===== config.mk =====
export PLATFORM = sky130hd
export DESIGN_NAME = adc_conversion_control
export DESIGN_NICKNAME = d
export VERILOG_FILES = /design/src/verilog/adc_ctrl_pkg.sv /design/src/verilog/conv_clock_gen.sv /design/src/verilog/adc_conversion_control.sv
export SDC_FILE = /design/constraint.sdc
export NUM_CORES = 1
export LEC_CHECK = 0
export ABC_AREA = 1
export BUFFER_PORTS_ARGS = -buffer_cell sky130_fd_sc_hd__buf_2
export CAP_MARGIN = 20
export CORE_MARGIN = 1.5
export CORE_UTILIZATION = 30
export CTS_BUF_LIST = sky130_fd_sc_hd__clkbuf_4 sky130_fd_sc_hd__clkbuf_8
export DETAILED_ROUTE_END_ITERATION = 12
export SLEW_MARGIN = 20
export SYNTH_ARGS = -nofsm -noshare
export SYNTH_HDL_FRONTEND = slang
export SYNTH_SLANG_ARGS = --single-unit

===== constraint.sdc =====
create_clock -name clk -period 2.65 [get_ports clk]
set_input_delay 0.1325 -clock clk [delete_from_list [all_inputs] [get_ports clk]]
set_output_delay 0.1325 -clock clk [all_outputs]
set_load 0.01 [all_outputs]

===== src/verilog/adc_ctrl_pkg.sv =====
// package: register map, field layout and constants of the converter control block
// assumes a 32-bit apb slave with byte addresses and one register per aligned word
package adc_ctrl_pkg;

   localparam int            ADDR_W      = 8;
   localparam int            DATA_W      = 32;
   localparam int            RESULT_W    = 10;
   localparam int            CLK_SEL_W   = 3;
   localparam int            REF_SEL_W   = 2;
   localparam int            DIV_W       = 7;
   localparam int            CNT_W       = 6;
   localparam int            SAMPLE_W    = 4;

   // register byte offsets
   localparam logic [ADDR_W-1:0] OFF_CTRL_ZERO = 8'h00;
   localparam logic [ADDR_W-1:0] OFF_CTRL_ONE  = 8'h04;
   localparam logic [ADDR_W-1:0] OFF_RES_HIGH  = 8'h08;
   localparam logic [ADDR_W-1:0] OFF_RES_LOW   = 8'h0C;
   localparam logic [ADDR_W-1:0] OFF_IRQ_STS   = 8'h10;
   localparam logic [ADDR_W-1:0] OFF_IRQ_MASK  = 8'h14;

   // converter_control_zero fields
   localparam int            BIT_ENABLE  = 0;
   localparam int            BIT_GO      = 1;
   // converter_control_one fields
   localparam int            BIT_FORMAT  = 7;
   localparam int            CLK_SEL_LSB = 4;
   localparam int            BIT_NEG_REF = 2;
   localparam int            POS_REF_LSB = 0;
   localparam logic [7:0]    CTRL_ONE_WMASK = 8'hF7;
   localparam logic [7:0]    CTRL_ONE_RESET = 8'h00;
   // interrupt fields
   localparam int            BIT_DONE    = 0;

   localparam logic [REF_SEL_W-1:0] POS_REF_FVR  = 2'h3;
   localparam logic [CLK_SEL_W-1:0] CLK_SEL_FRC  = 3'h7;
   localparam logic [SAMPLE_W-1:0]  SAMPLE_TICKS = 4'h2;

   // system clock division for each conversion clock code
   function automatic logic [DIV_W-1:0] clk_divisor(input logic [CLK_SEL_W-1:0] sel);
      logic [DIV_W-1:0] d;
      d = 7'h02;
      unique case (sel)
         3'h0: d = 7'h02;
         3'h1: d = 7'h08;
         3'h2: d = 7'h20;
         3'h4: d = 7'h04;
         3'h5: d = 7'h10;
         3'h6: d = 7'h40;
         default: d = 7'h02;
      endcase
      return d;
   endfunction

   // {high byte, low byte} of the result in the chosen justification
   function automatic logic [15:0] format_result(input logic [RESULT_W-1:0] r,
                                                 input logic right_just);
      if (right_just) begin
         return {6'h00, r};
      end
      return {r, 6'h00};
   endfunction

endpackage


===== src/verilog/conv_clock_gen.sv =====
// conversion clock tick generator: divided system clock or internal rc tick
// assumes rc_osc_tick is a one-cycle pulse already synchronous to clk
`timescale 1ns/10ps
module conv_clock_gen (
   input  wire logic                               clk,
   input  wire logic                               nrst,
   input  wire logic                               run,
   input  wire logic [adc_ctrl_pkg::CLK_SEL_W-1:0] sel,
   input  wire logic                               rc_osc_tick,
   output logic                                    tick
);
   import adc_ctrl_pkg::*;

   logic [CNT_W-1:0] cnt_q;
   logic [DIV_W-1:0] div_m1;

   assign div_m1 = clk_divisor(sel) - 7'h01;

   always_ff @(posedge clk) begin
      if (!nrst || !run) begin
         cnt_q <= '0;
         tick  <= 1'b0;
      end else if (sel == CLK_SEL_FRC) begin
         cnt_q <= '0;
         tick  <= rc_osc_tick;
      end else if (cnt_q == div_m1[CNT_W-1:0]) begin
         cnt_q <= '0;
         tick  <= 1'b1;
      end else begin
         cnt_q <= cnt_q + 6'h01;
         tick  <= 1'b0;
      end
   end

   a_rc_tick_pass: assert property (@(posedge clk) disable iff (!nrst)
      run && sel == CLK_SEL_FRC && rc_osc_tick |=> tick)
      else $error("rc tick not passed to conversion clock");

   a_div_two_rate: assert property (@(posedge clk) disable iff (!nrst)
      run && sel == 3'h0 && tick ##1 run && sel == 3'h0 |-> !tick ##1 (!run || sel != 3'h0 || tick))
      else $error("divide-by-two tick spacing wrong");

endmodule // conv_clock_gen


===== src/verilog/adc_conversion_control.sv =====
// converter control: apb registers, start/complete handshake, sar sequencing
// assumes an analog core with sample switch, code-driven dac and a comparator
`timescale 1ns/10ps

module adc_conversion_control (
   input  wire logic                               clk,
   input  wire logic                               nrst,
   input  wire logic                               psel,
   input  wire logic                               penable,
   input  wire logic                               pwrite,
   input  wire logic [adc_ctrl_pkg::ADDR_W-1:0]    paddr,
   input  wire logic [adc_ctrl_pkg::DATA_W-1:0]    pwdata,
   output logic      [adc_ctrl_pkg::DATA_W-1:0]    prdata,
   output logic                                    pready,
   output logic                                    pslverr,
   output logic                                    converter_enable,
   output logic                                    sample_hold,
   output logic                                    conv_active,
   output logic      [adc_ctrl_pkg::RESULT_W-1:0]  dac_code,
   input  wire logic                               comp_above,
   input  wire logic                               rc_osc_tick,
   output logic      [adc_ctrl_pkg::REF_SEL_W-1:0] positive_reference_select,
   output logic                                    fvr_ref_connect,
   output logic                                    negative_reference_select,
   output logic                                    irq
);
   import adc_ctrl_pkg::*;

   typedef enum logic [2:0] {
      ST_IDLE    = 3'b001,
      ST_SAMPLE  = 3'b010,
      ST_CONVERT = 3'b100
   } conv_state_t;

   conv_state_t             state_q;
   logic                    enable_q;
   logic [7:0]              ctrl_one_q;
   logic [RESULT_W-1:0]     sar_q;
   logic [RESULT_W-1:0]     trial_q;
   logic [RESULT_W-1:0]     result_q;
   logic [RESULT_W-1:0]     kept;
   logic [SAMPLE_W-1:0]     sample_cnt_q;
   logic                    done_sts_q;
   logic                    done_msk_q;
   logic [DATA_W-1:0]       prdata_q;
   logic [DATA_W-1:0]       rd_d;
   logic [15:0]             res_fmt;
   logic                    busy;
   logic                    bus_wr;
   logic                    bus_setup;
   logic                    wr_ctrl_zero;
   logic                    start_req;
   logic                    abort_req;
   logic                    tick;
   logic                    sample_end;
   logic                    conv_done;

   function automatic logic addr_hit(input logic [ADDR_W-1:0] a);
      return a == OFF_CTRL_ZERO || a == OFF_CTRL_ONE || a == OFF_RES_HIGH ||
             a == OFF_RES_LOW || a == OFF_IRQ_STS || a == OFF_IRQ_MASK;
   endfunction

   assign bus_wr       = psel && penable && pwrite;
   assign bus_setup    = psel && !penable;
   assign wr_ctrl_zero = bus_wr && paddr == OFF_CTRL_ZERO;
   assign busy         = state_q != ST_IDLE;

   // a start needs the enable written as one in the same word
   assign start_req = wr_ctrl_zero && pwdata[BIT_GO] && pwdata[BIT_ENABLE] &&
                      state_q == ST_IDLE;
   // clearing go or enable mid-conversion abandons it
   assign abort_req = busy && ((wr_ctrl_zero && (!pwdata[BIT_GO] || !pwdata[BIT_ENABLE]))
                               || !enable_q);

   assign sample_end = state_q == ST_SAMPLE && tick && sample_cnt_q == SAMPLE_TICKS - 4'h1;
   assign kept       = comp_above ? sar_q : (sar_q & ~trial_q);
   assign conv_done  = state_q == ST_CONVERT && tick && trial_q[0] && !abort_req;

   conv_clock_gen u_clk_gen (
      .clk         (clk),
      .nrst        (nrst),
      .run         (enable_q && busy),
      .sel         (ctrl_one_q[CLK_SEL_LSB +: CLK_SEL_W]),
      .rc_osc_tick (rc_osc_tick),
      .tick        (tick)
   );

   // control registers
   always_ff @(posedge clk) begin
      if (!nrst) begin
         enable_q   <= 1'b0;
         ctrl_one_q <= CTRL_ONE_RESET;
      end else begin
         if (wr_ctrl_zero) begin
            enable_q <= pwdata[BIT_ENABLE];
         end
         if (bus_wr && paddr == OFF_CTRL_ONE) begin
            ctrl_one_q <= pwdata[7:0] & CTRL_ONE_WMASK;
         end
      end
   end

   // conversion sequencer
   always_ff @(posedge clk) begin
      if (!nrst) begin
         state_q <= ST_IDLE;
      end else if (abort_req) begin
         state_q <= ST_IDLE;
      end else begin
         unique case (state_q)
            ST_IDLE:    if (start_req) state_q <= ST_SAMPLE;
            ST_SAMPLE:  if (sample_end) state_q <= ST_CONVERT;
            ST_CONVERT: if (conv_done) state_q <= ST_IDLE;
            default:    state_q <= ST_IDLE;
         endcase
      end
   end

   always_ff @(posedge clk) begin
      if (!nrst || start_req) begin
         sample_cnt_q <= '0;
      end else if (state_q == ST_SAMPLE && tick) begin
         sample_cnt_q <= sample_cnt_q + 4'h1;
      end
   end

   // successive approximation, msb first
   always_ff @(posedge clk) begin
      if (!nrst) begin
         sar_q    <= '0;
         trial_q  <= '0;
         result_q <= '0;
      end else if (sample_end) begin
         sar_q   <= {1'b1, {(RESULT_W-1){1'b0}}};
         trial_q <= {1'b1, {(RESULT_W-1){1'b0}}};
      end else if (state_q == ST_CONVERT && tick) begin
         sar_q   <= kept | (trial_q >> 1);
         trial_q <= trial_q >> 1;
         if (conv_done) begin
            result_q <= kept;
         end
      end
   end

   // done flag: a new completion wins over a write-one clear
   always_ff @(posedge clk) begin
      if (!nrst) begin
         done_sts_q <= 1'b0;
         done_msk_q <= 1'b0;
      end else begin
         done_sts_q <= conv_done || (done_sts_q &&
                       !(bus_wr && paddr == OFF_IRQ_STS && pwdata[BIT_DONE]));
         if (bus_wr && paddr == OFF_IRQ_MASK) begin
            done_msk_q <= pwdata[BIT_DONE];
         end
      end
   end

   // read data latched in the setup phase, answered with no wait
   assign res_fmt = format_result(result_q, ctrl_one_q[BIT_FORMAT]);

   always_comb begin
      rd_d = '0;
      unique case (paddr)
         OFF_CTRL_ZERO: rd_d = {30'h0, busy, enable_q};
         OFF_CTRL_ONE:  rd_d = {24'h0, ctrl_one_q};
         OFF_RES_HIGH:  rd_d = {24'h0, res_fmt[15:8]};
         OFF_RES_LOW:   rd_d = {24'h0, res_fmt[7:0]};
         OFF_IRQ_STS:   rd_d = {31'h0, done_sts_q};
         OFF_IRQ_MASK:  rd_d = {31'h0, done_msk_q};
         default:       rd_d = '0;
      endcase
   end

   always_ff @(posedge clk) begin
      if (!nrst) begin
         prdata_q <= '0;
      end else if (bus_setup && !pwrite) begin
         prdata_q <= rd_d;
      end
   end

   assign prdata  = prdata_q;
   assign pready  = 1'b1;
   assign pslverr = psel && penable && !addr_hit(paddr);

   assign converter_enable          = enable_q;
   assign sample_hold               = state_q == ST_SAMPLE;
   assign conv_active               = busy;
   assign dac_code                  = sar_q;
   assign positive_reference_select = ctrl_one_q[POS_REF_LSB +: REF_SEL_W];
   assign fvr_ref_connect           = positive_reference_select == POS_REF_FVR;
   assign negative_reference_select = ctrl_one_q[BIT_NEG_REF];
   assign irq                       = done_sts_q && done_msk_q;

   a_start_sets_busy: assert property (@(posedge clk) disable iff (!nrst)
      start_req |=> conv_active && sample_hold)
      else $error("start did not begin a conversion");

   a_done_clears_go: assert property (@(posedge clk) disable iff (!nrst)
      conv_done |=> !conv_active && done_sts_q)
      else $error("completion did not clear busy and flag done");

   a_done_only_end: assert property (@(posedge clk) disable iff (!nrst)
      $fell(conv_active) |-> $past(conv_done) || $past(abort_req))
      else $error("busy cleared without completion or abort");

   a_disable_stops: assert property (@(posedge clk) disable iff (!nrst)
      !converter_enable |-> !conv_active && !sample_hold)
      else $error("converter active while disabled");

   a_right_justify: assert property (@(posedge clk) disable iff (!nrst)
      bus_setup && !pwrite && paddr == OFF_RES_HIGH && ctrl_one_q[BIT_FORMAT]
      |=> prdata[7:2] == 6'h00 && prdata[1:0] == $past(result_q[9:8]))
      else $error("right-justified high byte wrong");

   a_left_justify: assert property (@(posedge clk) disable iff (!nrst)
      bus_setup && !pwrite && paddr == OFF_RES_LOW && !ctrl_one_q[BIT_FORMAT]
      |=> prdata[5:0] == 6'h00 && prdata[7:6] == $past(result_q[1:0]))
      else $error("left-justified low byte wrong");

   a_fvr_select: assert property (@(posedge clk) disable iff (!nrst)
      bus_wr && paddr == OFF_CTRL_ONE && pwdata[1:0] == 2'h3 |=> fvr_ref_connect)
      else $error("reference code 11 did not select fixed reference");

endmodule // adc_conversion_control


; ---- Word-level counts from Yosys, hierarchy flattened
; Index checks and enable logic that the tools add are counted.
[totals]
ff_bits = 86
inputBits = 47
out_inout_bits = 52
wordCells = 109
[op_classes]
addsub = 3
n_eq_ne = 21
mux = 16
n_bitwise = 5
reduce_logical = 50
[op_table]
columns = op, count
row1 = two-way mux 10 bit, 5
row2 = case mux 8 bit (6 select lines), 1
row3 = two-way mux 16 bit, 2
row4 = case mux 6 bit (5 select lines), 1
row5 = logical AND 1 bit, 23
row6 = == test 8 x 4 -> 1 bit (second input constant), 2
row7 = == test 8 x 5 -> 1 bit (second input constant), 2
row8 = == test 3 bit (second input constant), 5
row9 = bitwise AND 10 bit, 1
row10 = logical NOT 1 bit, 10
row11 = logical OR 1 bit, 10
row12 = NOT 10 bit, 1
row13 = bitwise OR 10 x 9 -> 10 bit, 1
row14 = two-way mux 3 bit, 3
row15 = case mux 3 bit (3 select lines), 1
row16 = == test 8 x 3 -> 1 bit (second input constant), 1
row17 = logical NOT 8 bit, 1
row18 = adder 6 x 1 -> 6 bit (second input constant), 1
row19 = == test 3 x 1 -> 1 bit (second input constant), 2
row20 = == test 3 x 2 -> 1 bit (second input constant), 2
row21 = == test 6 bit, 1
row22 = AND reduction 3 bit, 2
row23 = subtractor 6 x 1 -> 6 bit (second input constant), 1
row24 = adder 4 x 1 -> 4 bit (second input constant), 1
row25 = 10 further kinds, 15

; ---- Depth between registers and ports, before layout
[depth]
word_depth = 10
depth_mapped = 11
ltp_nobuf = 11

; ---- Hierarchy
; A second synthesis with hierarchy kept.
[hier_totals]
hier_cells = 481
hier_area_um2 = 3412.0
[modules_own_cells]
columns = module, instances, cells_per_inst, area_per_inst_um2, seq_area_each_um2
row1 = adc_conversion_control, 1, 410, 2930.3, 1101.1
row2 = conv_clock_gen, 1, 71, 481.7, 140.1

; ---- Worst setup path after synthesis
; No wires, ideal clock.
[synth_path]
path_kind = register -> register
start = register state_q[0]
end = register sar_q[1], in the netlist dac_code[1]
setup_ps = 119
arrival_ps = 1309
required_ps = 2531
setup_slack_ps = 1222
path_stages_with_launch = 8
path_buffers = 1
period_less_slack_ps = 1428
cell_sequence = dfxtp_1 -> nor3_2 -> nand2_1 -> inv_1 -> nand4_2 -> nand2_4 -> buf_6 -> a21oi_1
[synth_via]
elab_chain_cells = 4
elab_cells_between_ends = 6
classes_between = 2 x eq/ne / 4 x reduce/logical
[synth_lines]
columns = element, line_no
row1 = "start, declared", adc_conversion_control.sv:35  ; conv_state_t state_q;
row2 = "start signal, assigned", adc_conversion_control.sv:106  ; state_q <= ST_IDLE;
row3 = "start signal, assigned", adc_conversion_control.sv:108  ; state_q <= ST_IDLE;
row4 = "start signal, assigned", adc_conversion_control.sv:111  ; ST_IDLE: if (start_req) state_q <= ST_SAMPLE;
row5 = == test 3 x 2 -> 1 bit, --
row6 = named net sample_hold, adc_conversion_control.sv:17  ; output logic sample_hold,
row7 = logical AND 1 bit (2 in a row), adc_conversion_control.sv:75  ; assign sample_end = state_q == ST_SAMPLE && tick && sample_cnt_q == SAMPLE_TICKS - 4'h1;
row8 = OR reduction 2 bit (no source line), --
row9 = "end signal, assigned", adc_conversion_control.sv:134  ; sar_q <= {1'b1, {(RESULT_W-1){1'b0}}};
row10 = "end signal, assigned", adc_conversion_control.sv:137  ; sar_q <= kept | (trial_q >> 1);
row11 = "end, declared", adc_conversion_control.sv:38  ; logic [RESULT_W-1:0] sar_q;
; The timed path passes the listed nets, and every way through them passes these cells.
; A chain may end at the register's enable or synchronous reset.

; ---- Worst setup path in the final report
[layout_path]
start = register state_q[2]
end = register result_q[9]
[layout_via]
elab_chain_cells = 5
elab_cells_between_ends = 12
classes_between = 3 x eq/ne / 1 x bitwise / 8 x reduce/logical
[layout_lines]
columns = element, line_no
row1 = == test 3 bit (tied with other cells), "adc_conversion_control.sv:77, adc_conversion_control.sv:136"
row2 = logical AND 1 bit (on tied branches), --
row3 = logical AND 1 bit (tied with other cells), adc_conversion_control.sv:77  ; assign conv_done = state_q == ST_CONVERT && tick && trial_q[0] && !abort_req;
row4 = logical AND 1 bit / NOT 1 bit (equally long branches), --
row5 = AND reduction 3 bit (no source line) (*), --
row6 = "end signal, assigned", adc_conversion_control.sv:140  ; result_q <= kept;
row7 = "end, declared", adc_conversion_control.sv:40  ; logic [RESULT_W-1:0] result_q;
; Every way passes the cells marked *; elsewhere a longest branch is shown, timed or not.

==> results.cfg <==
[outcome]
status = completed

[timing]
tightest_slew_ps = 529
rsz0062_at_grt = no
slew_headroom_pct = 64.6
drv_slew = 0
period_share_pct = 66.3
finalSetupViolations = 0
whs_ps = 76.4
fin_crit_ps = 1760
fmax_mhz = 570
finalSetupTns_ps = 0
skew_ps = 8.37
finalHoldViolations = 0

[setup_path]
cp-start-kind = flop
cp_cell_sequence = inv_1, nor3_2, nand2_1, buf_4, nor2_4, nand2_2, a21oi_1, nor2_1
cp_max_fo = 22
critical_path.endpoint_type = flop
arrival_ps = 1980
slowest_delay_ps = 350
cp_data_required_time_ps = 2870
crit_type = flop to flop
slowest_stage = dfxtp_1

[clock_tree]
insertion_delay_ps = 340
cts-root-buf = clkbuf_8
clk_pin_slew_worst_paths_ps = 70
post_cts_buffers = 0
cts_hold_buf = 0
cts_tree = done
numCtsBuffers = 9
cts.sinks = 62
h-tree-depth = 3
clockBufferDepth = 2
ctsResizeCount = 0

[power]
switching_share_pct = 22.5
p_leak_nw = 1.57
vdd_drop_max_mv = 0.220
p_int_mw = 1.49
p_per_area_nw_per_um2 = 516
combPwrFrac_pct = 4.4
seqPwrFrac_pct = 48.5
power.switching_mw = 0.432
p_clk_share_pct = 47.1

[floorplan]
die-height_um = 107
die_w_um = 107
rows = 37
start_util_pct = 31.3
core_area_sq_um = 10500
io_pins = 99
dieArea_sq_um = 11500

[place]
port_buffers = 48
gp_congestion = 0.838
place.detailed.hpwl_mm = 5.73

[route]
avgViaCountPerCell = 4.56
drtIter0Drc = 160
dr_total_vias = 2991
avgRoutedWirePerCell_um = 11.6
drcViolationCount = 0
dr.pass1.iters = 4
ant_nets = 0
drt-total-wl_mm = 7.59

[global_routing]
grtUsageTotal_pct = 14.0
antenna_found_initial = 0
grt_first_pass_wirelength_mm = 12.6
grt_max_degree = 24
grt_overflow = 0
grt_pass1_vias = 2701

[yosys]
avgSynthCellArea_sq_um = 6.96
synth_cell_type_count = 35
netlist_area_sq_um = 3270
synth_seq_cells = 62
ys_warn_count = 0
ys_seq_area_share_pct = 37.9
syn_inst = 470

[final_layout]
antennaDiodeCount = 0
syn_to_final_growth_pct = 14.0
drive_above_1_share_pct = 16.0
fin_nets = 569

[run]
drv_cap = 0

[hold_path]
min_path_type = primary input to flop
-- flip-flops by register name, indices dropped and copies added, names as in the netlist --
name and flops:
dac_code 10, result_q 10, trial_q 10, prdata 8, ctrl_one_q 7, u_clk_gen.cnt_q 6, sample_cnt_q 4, state_q 3
converter_enable 1, done_msk_q 1, done_sts_q 1, u_clk_gen.tick 1
-- power by group through the flow --
| stage | sequential, mW | combinational, mW | clock [mW] |
|---|---|---|---|
| floorplan | 0.954 | 0.0793 | 0 |
| global placement | 0.954 | 0.0837 | 0 |
| detailed placement | 0.954 | 0.0847 | 0 |
| CTS | 0.932 | 0.0847 | 0.937 |
| global route | 0.932 | 0.0969 | 0.981 |
| finish | 0.933 | 0.0847 | 0.907 |
-- synth_stat cells, drive strengths merged --
library cell  count  area (sq um)
nand2           119           459
dfxtp            62          1240
a21oi            50           254
inv              45           169
nor2             44           180
nand3            41           210
buf              33           250
o21ai            30           150
nand4            10          68.8
ha                7          87.6
clkbuf            6          22.5
nor3              6          56.3
xor2              5          43.8
clkinv            2          7.51
conb              2          7.51
a41oi             1          8.76
and2              1          8.76
nand3b            1          7.51
nor3b             1          7.51
o211ai            1          7.51
o21bai            1          7.51
or2               1          6.26
xnor2             1          8.76
-- placed cells by master (no fill, tap or decap), types with 2 or more instances in the layout --
cell,n
a21oi_1,49
buf_2,48
buf_4,2
bufinv_16,2
clkbuf_8,9
clkinv_1,2
clkinv_2,2
conb_1,25
dfxtp_1,62
ha_1,7
inv_1,44
nand2_1,116
nand2_2,2
nand3_1,40
nand4_1,9
nor2_1,40
nor2_2,3
nor3_1,2
nor3_2,3
o21ai_0,30
xor2_1,5
-- final cells by class --
| cell class | count | area (sq um) |
|---|---|---|
| Clock buffer | 10 | 131 |
| Inverter | 47 | 176 |
| Fill cell | 1141 | 6740 |
| Tap cell | 136 | 170 |
| Clock inverter | 6 | 86.3 |
| Timing Repair Buffer | 50 | 255 |
| Multi-Input combinational cell | 345 | 1670 |
| Sequential cell | 62 | 1240 |
-- worst max-delay path: cells and delay by family (launching register included) --
family | cells | cell delay (ps)
simple gates | 5 | 780
flops | 1 | 350
buf+inv | 2 | 280
compound gates | 1 | 220
-- metal layers --
layer | vias up | share of wire, % | global-route usage (%)
met1 | 1341 | 50 | 18.9
met5 | - | 0 | 0
met4 | 0 | 0.96 | 4.14
met3 | 4 | 6.6 | 4.48
li1 | 1562 | - | -
met2 | 84 | 43 | 21.1
-- cell families (layout without fill, tap and decap cells) --
family	count (synthesis)	in the layout	synth area share, %
compound gates	83	83	13.1
simple gates	224	224	30.7
buf+inv	86	113	13.7
other cells	2	25	0.230
flops	62	62	37.9
fa+ha+maj	7	7	2.68
xor+xnor	6	6	1.61
-- worst paths after layout --
check	depth (start not counted)	slack [ps]	startpoint	end
setup / recovery	8	890	state_q[2]$_SDFFE_PP0P_	result_q[9]$_SDFFE_PN0P_
hold / removal	3	80	pwdata[6]	ctrl_one_q[6]$_SDFFE_PN0P_
setup reg to reg	8	890	state_q[2]$_SDFFE_PP0P_	result_q[9]$_SDFFE_PN0P_
hold reg to reg	2	470	trial_q[0]$_SDFFE_PP0N_	trial_q[0]$_SDFFE_PP0N_
-- metrics by stage --
stage | util [%] | setup slack [ps] | instances | power [mW] | instance area (sq um)
after detailed placement | 33.5 | 920 | 640 | 1.04 | 3510
final | 35.6 | 894 | 656 | 1.92 | 3730
after global placement | 33.5 | 954 | 640 | 1.04 | 3510
after CTS | 35.6 | 885 | 656 | 1.95 | 3730
after floorplan | - | 1220 | 493 | 1.03 | 3360
after global routing | 35.6 | 711 | 656 | 2.01 | 3730
No activity file was read; power rests on OpenSTA's default activity.
